--- src/i2c_irq_pkg.sv ---
// Shared constants and types of the I2C interrupt request flag logic
package i2c_irq_pkg;
   // ****************************************
   // Flag positions and reset values
   // ****************************************
   localparam int IRQ_FLAG_BIT = 1;
   localparam int BUSY_FLAG_BIT = 2;
   localparam int VIEW_BITS = 8;
   localparam logic IRQ_FLAG_RESET = 1'h0;
   localparam logic STATUS_RESET = 1'h0;
   localparam logic LINE_IDLE = 1'h1;
   // ****************************************
   // Frame timing, counted in bus clocks
   // ****************************************
   localparam int FRAME_BITS = 9;
   localparam logic [3:0] BIT_CNT_RESET = 4'h0;
   localparam logic [3:0] BIT_WAIT = 4'h8;
   localparam logic [3:0] BIT_ACK = 4'h9;
   localparam logic [3:0] BIT_FIRST = 4'h1;
   localparam int ADDR_BITS = 7;
   localparam logic [7:0] GENERAL_CALL_BYTE = 8'h00;
   // ****************************************
   // Frame phase
   // ****************************************
   typedef enum logic [1:0] {PHASE_IDLE, PHASE_ADDR, PHASE_DATA} frame_phase_t;
endpackage

--- src/i2c_line_if.sv ---
// Bus line events passed from the line monitor to the frame logic
`timescale 1ns/1ps
`default_nettype none
interface i2c_line_if;
   logic scl_rise;
   logic scl_fall;
   logic start_det;
   logic stop_det;
   logic sda_level;
   modport mon (output scl_rise, output scl_fall, output start_det, output stop_det,
      output sda_level);
   modport user (input scl_rise, input scl_fall, input start_det, input stop_det,
      input sda_level);
endinterface
`default_nettype wire

--- src/i2c_bit_tracker.sv ---
// Bit counter and byte shifter that marks the 8th fall and 9th rise of a frame
`timescale 1ns/1ps
`default_nettype none
module i2c_bit_tracker
#(
   parameter int FRAME_BITS = i2c_irq_pkg::FRAME_BITS
)
(
   input wire logic clk,
   input wire logic reset,
   i2c_line_if.user line,
   output logic fall8_q,
   output logic rise9_q,
   output logic ack_level_q,
   output logic mid_byte_q,
   output logic [7:0] rx_byte_q
);
   logic [3:0] bit_cnt_q;
   logic [7:0] shift_q;

   if (FRAME_BITS != i2c_irq_pkg::FRAME_BITS)
   begin : g_bad_frame
      $error("Frame length other than 8 data bits plus acknowledge not supported");
   end

   // ****************************************
   // Bit position within the frame
   // ****************************************
   always_ff @(posedge clk)
   begin
      if (reset || line.start_det || line.stop_det)
         bit_cnt_q <= i2c_irq_pkg::BIT_CNT_RESET;
      else if (line.scl_rise)
         bit_cnt_q <= (bit_cnt_q == i2c_irq_pkg::BIT_ACK) ? i2c_irq_pkg::BIT_FIRST
            : bit_cnt_q + 4'h1;
   end

   always_ff @(posedge clk)
   begin
      if (reset)
         shift_q <= 8'h00;
      else if (line.scl_rise && bit_cnt_q != i2c_irq_pkg::BIT_WAIT)
         shift_q <= {shift_q[6:0], line.sda_level};
   end

   // ****************************************
   // Registered frame events
   // ****************************************
   always_ff @(posedge clk)
   begin
      if (reset)
      begin
         fall8_q <= 1'h0;
         rise9_q <= 1'h0;
         ack_level_q <= 1'h0;
         mid_byte_q <= 1'h0;
         rx_byte_q <= 8'h00;
      end
      else
      begin
         fall8_q <= line.scl_fall && bit_cnt_q == i2c_irq_pkg::BIT_WAIT;
         rise9_q <= line.scl_rise && bit_cnt_q == i2c_irq_pkg::BIT_WAIT;
         // A stop after a whole frame follows its own clock rise, which opens a new frame count
         mid_byte_q <= bit_cnt_q > i2c_irq_pkg::BIT_FIRST
            && bit_cnt_q != i2c_irq_pkg::BIT_ACK;
         if (line.scl_rise && bit_cnt_q == i2c_irq_pkg::BIT_WAIT)
         begin
            ack_level_q <= line.sda_level;
            rx_byte_q <= shift_q;
         end
      end
   end
endmodule
`default_nettype wire

--- src/i2c_irq_flag_logic.sv ---
// Interrupt request flag logic of an I2C bus interface, master and slave
`timescale 1ns/1ps
`default_nettype none
module i2c_irq_flag_logic
#(
   parameter int ADDR_BITS = i2c_irq_pkg::ADDR_BITS
)
(
   input wire logic clk,
   input wire logic reset,
   input wire logic scl_in,
   input wire logic sda_in,
   input wire logic format_select,
   input wire logic wait_enable,
   input wire logic ack_check_enable,
   input wire logic lost_irq_enable,
   input wire logic end_irq_mask,
   input wire logic master_mode,
   input wire logic [ADDR_BITS-1:0] own_slave_addr_primary,
   input wire logic [ADDR_BITS-1:0] own_slave_addr_second,
   input wire logic start_issued,
   input wire logic arbitration_lost,
   input wire logic tx_write,
   input wire logic flag_read,
   input wire logic flag_write,
   input wire logic flag_wdata,
   input wire logic status_clear,
   output logic irq_request_flag,
   output logic bus_occupied_flag,
   output logic tx_buffer_empty,
   output logic received_ack_value,
   output logic arbitration_lost_flag,
   output logic match_primary_flag,
   output logic match_second_flag,
   output logic general_call_flag,
   output logic normal_end_seen,
   output logic illegal_end_seen,
   output logic [i2c_irq_pkg::VIEW_BITS-1:0] control_view
);
   if (ADDR_BITS != i2c_irq_pkg::ADDR_BITS)
   begin : g_bad_addr
      $error("Only seven-bit own addresses are supported");
   end

   // ****************************************
   // Line monitor and frame tracker
   // ****************************************
   i2c_line_if line ();
   logic fall8;
   logic rise9;
   logic ack_level;
   logic mid_byte;
   logic [7:0] rx_byte;

   i2c_line_monitor u_mon (
      .clk(clk),
      .reset(reset),
      .scl_in(scl_in),
      .sda_in(sda_in),
      .line(line)
   );

   i2c_bit_tracker u_trk (
      .clk(clk),
      .reset(reset),
      .line(line),
      .fall8_q(fall8),
      .rise9_q(rise9),
      .ack_level_q(ack_level),
      .mid_byte_q(mid_byte),
      .rx_byte_q(rx_byte)
   );

   // ****************************************
   // State
   // ****************************************
   i2c_irq_pkg::frame_phase_t phase_q;
   logic irq_q;
   logic read_armed_q;
   logic busy_q;
   logic start_pending_q;
   logic lost_q;
   logic addressed_q;
   logic txe_q;
   logic ack_q;
   logic arb_q;
   logic aas_q;
   logic match_second_flag_q;
   logic gcall_q;
   logic stop_q;
   logic illegal_end_seen_q;

   logic i2c_fmt;
   logic master_eff;
   logic in_addr;
   logic hit_primary;
   logic hit_second;
   logic hit_gcall;
   logic ev_serial;
   logic ev_start;
   logic ev_wait;
   logic ev_end;
   logic ev_lost_addr;
   logic ev_nack;
   logic ev_arb;
   logic ev_match;
   logic ev_gcall;
   logic ev_slave_end;
   logic ev_stop;
   logic irq_set;
   logic irq_clr;

   function automatic logic addr_hit(input logic [7:0] b, input logic [ADDR_BITS-1:0] a);
      addr_hit = b[7:1] == a;
   endfunction

   assign i2c_fmt = ~format_select;
   assign master_eff = master_mode & ~lost_q;
   assign in_addr = phase_q == i2c_irq_pkg::PHASE_ADDR;
   assign hit_primary = addr_hit(rx_byte, own_slave_addr_primary);
   assign hit_second = addr_hit(rx_byte, own_slave_addr_second);
   assign hit_gcall = rx_byte == i2c_irq_pkg::GENERAL_CALL_BYTE;

   // ****************************************
   // Interrupt sources
   // ****************************************
   // Other serial format only reacts to start; its frame timing is elsewhere
   assign ev_serial = ~i2c_fmt & line.start_det;
   assign ev_start = i2c_fmt & master_eff & start_pending_q & line.start_det;
   assign ev_wait = i2c_fmt & master_eff & wait_enable & fall8;
   assign ev_end = i2c_fmt & master_eff & rise9;
   assign ev_lost_addr = i2c_fmt & lost_q & in_addr & rise9;
   assign ev_nack = i2c_fmt & ack_check_enable & rise9 & ack_level
      & (master_eff | addressed_q);
   assign ev_arb = i2c_fmt & master_eff & arbitration_lost & lost_irq_enable;
   assign ev_match = i2c_fmt & ~master_eff & in_addr & rise9
      & (hit_primary | hit_second);
   assign ev_gcall = i2c_fmt & ~master_eff & in_addr & rise9 & hit_gcall;
   assign ev_slave_end = i2c_fmt & ~master_eff & addressed_q & ~in_addr & rise9;
   assign ev_stop = i2c_fmt & ~master_eff & line.stop_det & ~end_irq_mask;

   assign irq_set = ev_serial | ev_start | ev_wait | ev_end | ev_lost_addr | ev_nack
      | ev_arb | ev_match | ev_gcall | ev_slave_end | ev_stop;
   assign irq_clr = flag_write & ~flag_wdata & read_armed_q;

   // ****************************************
   // Interrupt request flag
   // ****************************************
   // A set in the clearing cycle wins, so no event is lost
   always_ff @(posedge clk)
   begin
      if (reset)
         irq_q <= i2c_irq_pkg::IRQ_FLAG_RESET;
      else if (irq_set)
         irq_q <= 1'h1;
      else if (irq_clr)
         irq_q <= 1'h0;
   end

   always_ff @(posedge clk)
   begin
      if (reset || flag_write)
         read_armed_q <= 1'h0;
      else if (flag_read && irq_q)
         read_armed_q <= 1'h1;
   end

   // ****************************************
   // Bus occupancy and frame phase
   // ****************************************
   // No write path: software cannot disturb the occupancy view
   always_ff @(posedge clk)
   begin
      if (reset)
         busy_q <= i2c_irq_pkg::STATUS_RESET;
      else if (line.start_det)
         busy_q <= 1'h1;
      else if (line.stop_det)
         busy_q <= 1'h0;
   end

   always_ff @(posedge clk)
   begin
      if (reset || line.stop_det)
         phase_q <= i2c_irq_pkg::PHASE_IDLE;
      else if (line.start_det)
         phase_q <= i2c_irq_pkg::PHASE_ADDR;
      else
      begin
         case (phase_q)
            i2c_irq_pkg::PHASE_ADDR:
               if (rise9)
                  phase_q <= i2c_irq_pkg::PHASE_DATA;
            i2c_irq_pkg::PHASE_IDLE, i2c_irq_pkg::PHASE_DATA: ;
            default:
               phase_q <= i2c_irq_pkg::PHASE_IDLE;
         endcase
      end
   end

   always_ff @(posedge clk)
   begin
      if (reset || line.start_det || line.stop_det)
         addressed_q <= 1'h0;
      else if (ev_match || ev_gcall)
         addressed_q <= 1'h1;
   end

   // ****************************************
   // Master side state
   // ****************************************
   always_ff @(posedge clk)
   begin
      if (reset)
         start_pending_q <= 1'h0;
      else if (start_issued)
         start_pending_q <= 1'h1;
      else if (line.start_det)
         start_pending_q <= 1'h0;
   end

   always_ff @(posedge clk)
   begin
      if (reset)
         lost_q <= 1'h0;
      else if (master_eff && arbitration_lost)
         lost_q <= 1'h1;
      else if (line.stop_det)
         lost_q <= 1'h0;
   end

   always_ff @(posedge clk)
   begin
      if (reset)
         txe_q <= i2c_irq_pkg::STATUS_RESET;
      else if (ev_start)
         txe_q <= 1'h1;
      else if (tx_write)
         txe_q <= 1'h0;
   end

   // Ack status shows only the last acknowledge, and stays 0 when unchecked
   always_ff @(posedge clk)
   begin
      if (reset || !ack_check_enable)
         ack_q <= i2c_irq_pkg::STATUS_RESET;
      else if (rise9 && (master_eff || addressed_q))
         ack_q <= ack_level;
   end

   // ****************************************
   // Sticky status flags
   // ****************************************
   always_ff @(posedge clk)
   begin
      if (reset)
         arb_q <= i2c_irq_pkg::STATUS_RESET;
      else if (master_eff && arbitration_lost)
         arb_q <= 1'h1;
      else if (status_clear)
         arb_q <= 1'h0;
   end

   always_ff @(posedge clk)
   begin
      if (reset)
      begin
         aas_q <= i2c_irq_pkg::STATUS_RESET;
         match_second_flag_q <= i2c_irq_pkg::STATUS_RESET;
         gcall_q <= i2c_irq_pkg::STATUS_RESET;
      end
      else if (ev_match || ev_gcall)
      begin
         aas_q <= ev_match & hit_primary;
         match_second_flag_q <= ev_match & hit_second & ~hit_primary;
         gcall_q <= ev_gcall;
      end
      else if (status_clear || line.start_det || line.stop_det)
      begin
         aas_q <= 1'h0;
         match_second_flag_q <= 1'h0;
         gcall_q <= 1'h0;
      end
   end

   // Stop in the middle of a byte counts as illegal
   always_ff @(posedge clk)
   begin
      if (reset)
      begin
         stop_q <= i2c_irq_pkg::STATUS_RESET;
         illegal_end_seen_q <= i2c_irq_pkg::STATUS_RESET;
      end
      else if (ev_stop)
      begin
         stop_q <= ~mid_byte | stop_q;
         illegal_end_seen_q <= mid_byte | illegal_end_seen_q;
      end
      else if (status_clear)
      begin
         stop_q <= 1'h0;
         illegal_end_seen_q <= 1'h0;
      end
   end

   // ****************************************
   // Outputs
   // ****************************************
   assign irq_request_flag = irq_q;
   assign bus_occupied_flag = busy_q;
   assign tx_buffer_empty = txe_q;
   assign received_ack_value = ack_q;
   assign arbitration_lost_flag = arb_q;
   assign match_primary_flag = aas_q;
   assign match_second_flag = match_second_flag_q;
   assign general_call_flag = gcall_q;
   assign normal_end_seen = stop_q;
   assign illegal_end_seen = illegal_end_seen_q;

   always_comb
   begin
      control_view = '0;
      control_view[i2c_irq_pkg::IRQ_FLAG_BIT] = irq_q;
      control_view[i2c_irq_pkg::BUSY_FLAG_BIT] = busy_q;
   end
endmodule
`default_nettype wire

--- src/i2c_line_monitor.sv ---
// Synchroniser and start, stop and clock edge detector for the bus lines
`timescale 1ns/1ps
`default_nettype none
module i2c_line_monitor
(
   input wire logic clk,
   input wire logic reset,
   input wire logic scl_in,
   input wire logic sda_in,
   i2c_line_if.mon line
);
   // ****************************************
   // Two-stage synchronisers
   // ****************************************
   logic scl_meta_q;
   logic sda_meta_q;
   logic scl_sync_q;
   logic sda_sync_q;
   logic scl_prev_q;
   logic sda_prev_q;

   // Lines idle high, so reset to high to avoid a false edge
   always_ff @(posedge clk)
   begin
      if (reset)
      begin
         scl_meta_q <= i2c_irq_pkg::LINE_IDLE;
         sda_meta_q <= i2c_irq_pkg::LINE_IDLE;
         scl_sync_q <= i2c_irq_pkg::LINE_IDLE;
         sda_sync_q <= i2c_irq_pkg::LINE_IDLE;
         scl_prev_q <= i2c_irq_pkg::LINE_IDLE;
         sda_prev_q <= i2c_irq_pkg::LINE_IDLE;
      end
      else
      begin
         scl_meta_q <= scl_in;
         sda_meta_q <= sda_in;
         scl_sync_q <= scl_meta_q;
         sda_sync_q <= sda_meta_q;
         scl_prev_q <= scl_sync_q;
         sda_prev_q <= sda_sync_q;
      end
   end

   // ****************************************
   // Edge and condition decode
   // ****************************************
   assign line.scl_rise = scl_sync_q & ~scl_prev_q;
   assign line.scl_fall = ~scl_sync_q & scl_prev_q;
   assign line.start_det = scl_sync_q & scl_prev_q & sda_prev_q & ~sda_sync_q;
   assign line.stop_det = scl_sync_q & scl_prev_q & ~sda_prev_q & sda_sync_q;
   assign line.sda_level = sda_sync_q;
endmodule
`default_nettype wire
--- config.mk ---
export PLATFORM = sky130hd
export DESIGN_NAME = i2c_irq_flag_logic
export DESIGN_NICKNAME = d
export VERILOG_FILES = /design/src/i2c_irq_pkg.sv /design/src/i2c_line_if.sv /design/src/i2c_bit_tracker.sv /design/src/i2c_irq_flag_logic.sv /design/src/i2c_line_monitor.sv
export SDC_FILE = /design/constraint.sdc
export NUM_CORES = 1
export LEC_CHECK = 0
export ABC_AREA = 1
export CAP_MARGIN = 20
export CORE_UTILIZATION = 35
export CTS_CLUSTER_DIAMETER = 100
export CTS_CLUSTER_SIZE = 16
export DETAILED_ROUTE_END_ITERATION = 6
export DONT_BUFFER_PORTS = 1
export GPL_TIMING_DRIVEN = 0
export SETUP_SLACK_MARGIN = 0.2
export SLEW_MARGIN = 0
export SYNTH_ARGS = -nofsm -noshare
export SYNTH_HDL_FRONTEND = slang
export SYNTH_SLANG_ARGS = --single-unit
--- constraint.sdc ---
create_clock -name clk -period 1.39 [get_ports clk]
set_input_delay 0.139 -clock clk [delete_from_list [all_inputs] [get_ports clk]]
set_output_delay 0.139 -clock clk [all_outputs]
set_load 0.01 [all_outputs]
# Word-level counts from Yosys, hierarchy flattened
# Index checks and enable logic that the tools add are counted.
[totals]
elab_cells = 160
mem_count = 0
inputBits = 31
regBits = 46
ram_bits = 0
romBits = 0
latchBits = 0
[classes]
n_lt_le_gt_ge = 1
n_reduce_logical = 31
muxes = 21
n_bitwise = 66
n_shift = 0
n_addsub = 1
div_mod_pow = 0
n_mul = 0
eq_ne = 11
[ops]
columns = ["operator", "count"]
rows = [
  ["$and A1 B1 Y1", 39],
  ["$mux W1", 18],
  ["$reduce_bool A2 Y1", 8],
  ["$eq A7 B7 Y1", 2],
  ["$or A1 B1 Y1", 14],
  ["$not A1 Y1", 13],
  ["$logic_or A1 B1 Y1", 9],
  ["$eq A4 B4 Y1 const B", 2],
  ["$logic_not A8 Y1", 1],
  ["$ne A4 B4 Y1 const B", 2],
  ["$logic_and A1 B1 Y1", 7],
  ["$add A4 B1 Y4 const B", 1],
  ["$gt A4 B1 Y1 const B", 1],
  ["$mux W4", 1],
  ["$pmux W2 S2", 1],
  ["$reduce_and A2 Y1", 2],
  ["$reduce_or A2 Y1", 2],
  ["$ne A3 B2 Y1 const B", 1],
  ["$eq A2 B1 Y1 const B", 1],
  ["$eq A2 B2 Y1 const B", 1],
  ["$logic_not A2 Y1", 1],
  ["$mux W2", 1],
  ["$ne A2 B1 Y1 const B", 1],
  ["$ne A2 B2 Y1 const B", 1],
  ["$logic_not A1 Y1", 1],
]

# Longest topological paths before layout
[depth]
word_depth = 16
depth_mapped = 10
depth_no_buf = 10

# Modules after synthesis
# From an unflattened synthesis, not the netlist that was laid out.
[unflattened]
cells_unflattened = 350
area_unflattened_um2 = 2424.8
[by_module_without_submodules]
columns = ["module", "n_inst", "area_each_um2", "seq_area_each_um2", "cells_per_inst"]
rows = [
  ["i2c_irq_flag_logic", 1, 1127.3, 320.3, 175],
  ["i2c_bit_tracker", 1, 1099.8, 480.5, 151],
  ["i2c_line_monitor", 1, 197.7, 120.1, 24],
]

# Least setup slack after synthesis
# No wires, ideal clock.
[synth_path]
path_kind = "reg2reg"
startpoint = "register phase_q[0]"
endpoint = "register aas_q (netlist: match_primary_flag)"
path_stages_with_launch = 8
synth_period_minus_slack_ps = 1215
arrival_time_ps = 1087
path_slack_ps = 175
setup_ps = 128
path_cell_list = "dfxtp_1 > inv_1 > nor2_1 > nand2_1 > nor2_4 > nand2_1 > a41oi_1 > nor2_1"
[synth_via]
elab_chain_len = 6
[synth_lines]
columns = ["element", "line_no", "text"]
rows = [
  ["start: declaration", "i2c_irq_flag_logic.sv:77", "i2c_irq_pkg::frame_phase_t phase_q;"],
  ["start signal: assignment", "i2c_irq_flag_logic.sv:185", "phase_q <= i2c_irq_pkg::PHASE_IDLE;"],
  ["start signal: assignment", "i2c_irq_flag_logic.sv:187", "phase_q <= i2c_irq_pkg::PHASE_ADDR;"],
  ["start signal: assignment", "i2c_irq_flag_logic.sv:193", "phase_q <= i2c_irq_pkg::PHASE_DATA;"],
  ["$eq A2 B1 Y1 (*)", "i2c_irq_flag_logic.sv:119", "assign in_addr = phase_q == i2c_irq_pkg::PHASE_ADDR;"],
  ["$and A1 B1 Y1 (*) (2 in series)", "i2c_irq_flag_logic.sv:136, i2c_irq_flag_logic.sv:138", ""],
  ["$and A1 B1 Y1, on equally long branches", "i2c_irq_flag_logic.sv:137, i2c_irq_flag_logic.sv:138", ""],
  ["$and A1 B1 Y1 or $logic_or A1 B1 Y1 (tied branches)", "i2c_irq_flag_logic.sv:274, i2c_irq_flag_logic.sv:272", ""],
  ["$mux W1 or $reduce_bool A2 Y1 (tied branches)", "n/a", ""],
  ["end signal: assignment", "i2c_irq_flag_logic.sv:268", "aas_q <= i2c_irq_pkg::STATUS_RESET;"],
  ["end signal: assignment", "i2c_irq_flag_logic.sv:274", "aas_q <= ev_match & hit_primary;"],
  ["end: declaration", "i2c_irq_flag_logic.sv:87", "logic aas_q;"],
]
# Mark *: on every way between the ends. The rest lies on a longest branch, timed or not.
# A chain may end at the register's enable or synchronous reset.

# Worst setup path after layout
[layout_path]
startpoint = "register u_trk.rx_byte_q[6]"
endpoint = "register addressed_q"
[layout_via]
elab_chain_len = 4
[layout_lines]
columns = ["element", "line_no", "text"]
rows = [
  ["start: declaration", "i2c_bit_tracker.sv:16", "output logic [7:0] rx_byte_q"],
  ["start signal: assignment", "i2c_bit_tracker.sv:69", "rx_byte_q <= shift_q;"],
  ["$eq A7 B7 Y1", "i2c_irq_flag_logic.sv:114", "addr_hit = b[7:1] == a;"],
  ["$or A1 B1 Y1", "i2c_irq_flag_logic.sv:137", "& (hit_primary | hit_second);"],
  ["$and A1 B1 Y1", "i2c_irq_flag_logic.sv:137", ""],
  ["$logic_or A1 B1 Y1 (*)", "i2c_irq_flag_logic.sv:205", "else if (ev_match || ev_gcall)"],
  ["end signal: assignment", "i2c_irq_flag_logic.sv:204", "addressed_q <= 1'h0;"],
  ["end signal: assignment", "i2c_irq_flag_logic.sv:206", "addressed_q <= 1'h1;"],
  ["end: declaration", "i2c_irq_flag_logic.sv:83", "logic addressed_q;"],
]
# Marked as above.

==> impl_metrics.py <==
metrics = {
    "sta": {
        "timing.fmax_ghz": 0.791,
        "skew_ns": 0.00836,
        "setup_viol": 0,
        "fin_crit_ns": 1.26,
        "period_share": 0.910,
        "slew_headroom": 0.607,
        "setup_slack_ns": 0.126,
        "hold_slack_ns": 0.00541,
        "fin_tns_setup_ns": 0,
        "rsz0062_at_grt": "yes",
        "max_slew.worst_pin.slew_ns": 0.589,
        "drv_slew": 0,
        "hold_viol": 0,
    },
    "drt": {
        "routed_wl_um": 4690,
        "drc": 0,
        "drt-initial-drc-count": 33,
        "wl_per_cell_um": 12.1,
        "vias": 1805,
        "vias_per_cell": 4.64,
        "dr.pass1.iters": 4,
        "ant_nets": 0,
    },
    "worst_setup_path": {
        "timing.rr.start": "u_trk.rx_byte_q[6]",
        "end_kind": "flop",
        "start_kind": "flop",
        "path_class": "reg2reg",
        "critPathLaunch": "u_trk.rx_byte_q[6]",
        "arrival_ns": 1.49,
        "cp_max_fo": 5,
        "crit_required_ns": 1.61,
        "reg2regPathDepth": 7,
    },
    "synth": {
        "synth-compound-area-share": 0.128,
        "synth_area_leaders": "dfxtp_1 44%, nand2_1 9.2%, nor2_1 7.4%",
        "synth_top_area_share": 0.443,
        "synth_cell_types": 29,
        "async_flop_share": 0,
        "yosys_most_used_dff": "dfxtp_1",
        "synthMuxAreaShare": 0.00542,
        "synth_area_sq_um": 2080,
        "synth_warnings": 0,
        "synth_top_cell_by_area": "dfxtp_1",
        "synth_xor_area_frac": 0.0422,
        "syn_inst": 280,
        "synthAdderAreaFrac": 0,
        "synth_top_family_by_area": "simple AND/OR/NAND/NOR gates",
        "synth_edf_count": 0,
        "seq_area_frac_synth": 0.443,
        "ys_ff_latch": 46,
        "synth.avg_cell_area_sq_um": 7.42,
        "yosys-top-cells-count": "51 x nand2_1, 46 x dfxtp_1, 41 x nor2_1",
        "synth_simple_gate_area_share": 0.267,
        "synth_most_common_cell": "nand2_1",
    },
    "clock_network": {
        "cts_root_buf": "clkbuf_8",
        "numCtsBuffers": 5,
        "path_clk_slew_ns": 0.09,
        "cts_max_level": 2,
        "cts_num_sinks": 46,
        "clk_latency_ns": 0.30,
        "cts.path.max_buffers": 2,
        "cts_tree": "done",
    },
    "power_and_ir_drop": {
        "vdd_drop_max_uv": 466,
        "p_leak_uw": 0.00111,
        "p_int_uw": 1970,
        "p_per_area_nw_per_um2": 943,
        "clkPwrFrac": 0.381,
        "pwr-share-seq": 0.534,
        "p_sw_frac": 0.229,
        "p_comb_frac": 0.086,
        "switchingPower_uw": 587,
    },
    "die": {
        "ioPinCount": 49,
        "dieWidth_um": 79.0,
        "dieArea_sq_um": 6250,
        "rows": 27,
        "die_y_um": 79.0,
        "start_util": 0.370,
        "core_sq_um": 5610,
    },
    "min_path": {
        "min_path_cells": 3,
        "min-delay-start": "tx_write",
        "hold_path.class": "in2reg",
    },
    "place": {
        "portBuffers": 0,
        "place_ws_ns": 0.0469,
        "gp_congestion": 0.814,
        "hpwl_um": 3150,
    },
    "finish": {
        "fin_nets": 347,
        "fill_cells": 548,
        "antenna_cells": 0,
        "layout-area-overhead-vs-synth_pct": 30.6,
        "drive_gt1_frac": 0.385,
    },
    "global_routing": {
        "grt_pass1_wl_um": 7650,
        "antenna_found_initial": 0,
        "overflow": 0,
        "grt_max_degree": 14,
        "grt_pass1_vias": 1792,
        "grt_use_total": 0.157,
    },
    "status": {
        "outcome": "finished clean",
    },
    "flow_run": {
        "maxCapViolCount": 0,
    },
}
cells in the final DEF (no fill, tap or decap), drive strengths merged, types with 2 or more instances in the layout:
| master | synthesis | final |
|---|---|---|
| dfxtp | 46 | 46 |
| o21ai | 20 | 20 |
| or2 | 4 | 4 |
| nand3 | 9 | 9 |
| xnor2 | 8 | 8 |
| conb | 1 | 6 |
| clkbuf | 4 | 11 |
| inv | 39 | 39 |
| a21oi | 21 | 21 |
| dlygate4sd3 | 0 | 4 |
| xor2 | 2 | 2 |
| nor2 | 44 | 45 |
| a31oi | 2 | 2 |
| nor3 | 3 | 3 |
| a221oi | 2 | 2 |
| nand4 | 7 | 7 |
| nand2 | 53 | 54 |
| buf | 9 | 27 |
metal layers:
metal  global-route usage  part of all wire  up-vias
met5                    0                 0        -
met2                0.283              0.51       37
li1                     -                 -      954
met3               0.0345             0.034        7
met1                0.177              0.44      807
met4               0.0636             0.017        0
worst paths after layout:
path | to | slack [ns]
setup / recovery | addressed_q | 0.13
hold / removal | tx_buffer_empty | 0.005
setup reg to reg | addressed_q | 0.13
hold reg to reg | u_mon.line.sda_level | 0.42
critical path, stage by stage, from the launching register on:
cell and delay (ns):
dfxtp_2 0.34, inv_2 0.07, buf_4 0.10, nand4_1 0.11, nor2_2 0.17, nand2_4 0.09, buf_4 0.15, a31oi_1 0.16
cell type report:
class / count / area [sq um] / share of cell area
multi-input cells: 189 / 1150 / 0.424
clock inverters: 1 / 30.0 / 0.0111
clock buffers: 7 / 76.3 / 0.0281
flip-flops and latches: 46 / 946 / 0.349
well taps: 72 / 90.1 / 0.0332
repair buffers: 22 / 183 / 0.0673
inverters: 39 / 151 / 0.0558
plain buffers: 13 / 86.3 / 0.0318
cells by family (layout without fill, tap and decap cells):
| kind of cell | Yosys count | in the layout |
|---|---|---|
| AOI/OAI and AO/OA | 49 | 49 |
| DFF | 46 | 46 |
| other | 1 | 6 |
| and+or+nand+nor | 121 | 123 |
| muxes | 1 | 1 |
| xor gates and xnor gates | 10 | 10 |
| buffers and inverters | 52 | 82 |
state kept, by name, indices dropped and copies added (netlist names), 2 cells and up:
register	flops
u_trk.bit_cnt_q	4
u_trk.shift_q	8
u_trk.rx_byte_q	8
phase_q	2
power by group through the flow:
stage	clock (uW)	sequential [uW]	combinational, uW
final	974	1370	219
after global routing	1050	1370	243
after CTS	984	1370	193
after detailed placement	0	1400	164
after global placement	0	1400	162
after floorplan	0	1390	136
what timing repair did:
action | CTS | global route
resized for setup | 53 | 51
endpoints found under the setup margin | 29 | 33
pin swaps | 16 | 30
setup buffers | 10 | 7
gates cloned | 3 | 0
hold endpoints to repair | 4 | 0
hold buffers | 4 | 0
stage by stage:
stage / utilization / instances / total power (uW) / cell area, sq um
detailed placement: 0.390 / 357 / 1560 / 2190
finish: 0.484 / 389 / 2560 / 2710
global route: 0.484 / 389 / 2660 / 2710
global placement: 0.390 / 357 / 1560 / 2190
CTS: 0.450 / 382 / 2540 / 2530
floorplan: - / 285 / 1530 / 2100
Note: power is estimated with default switching activity, not from simulation.
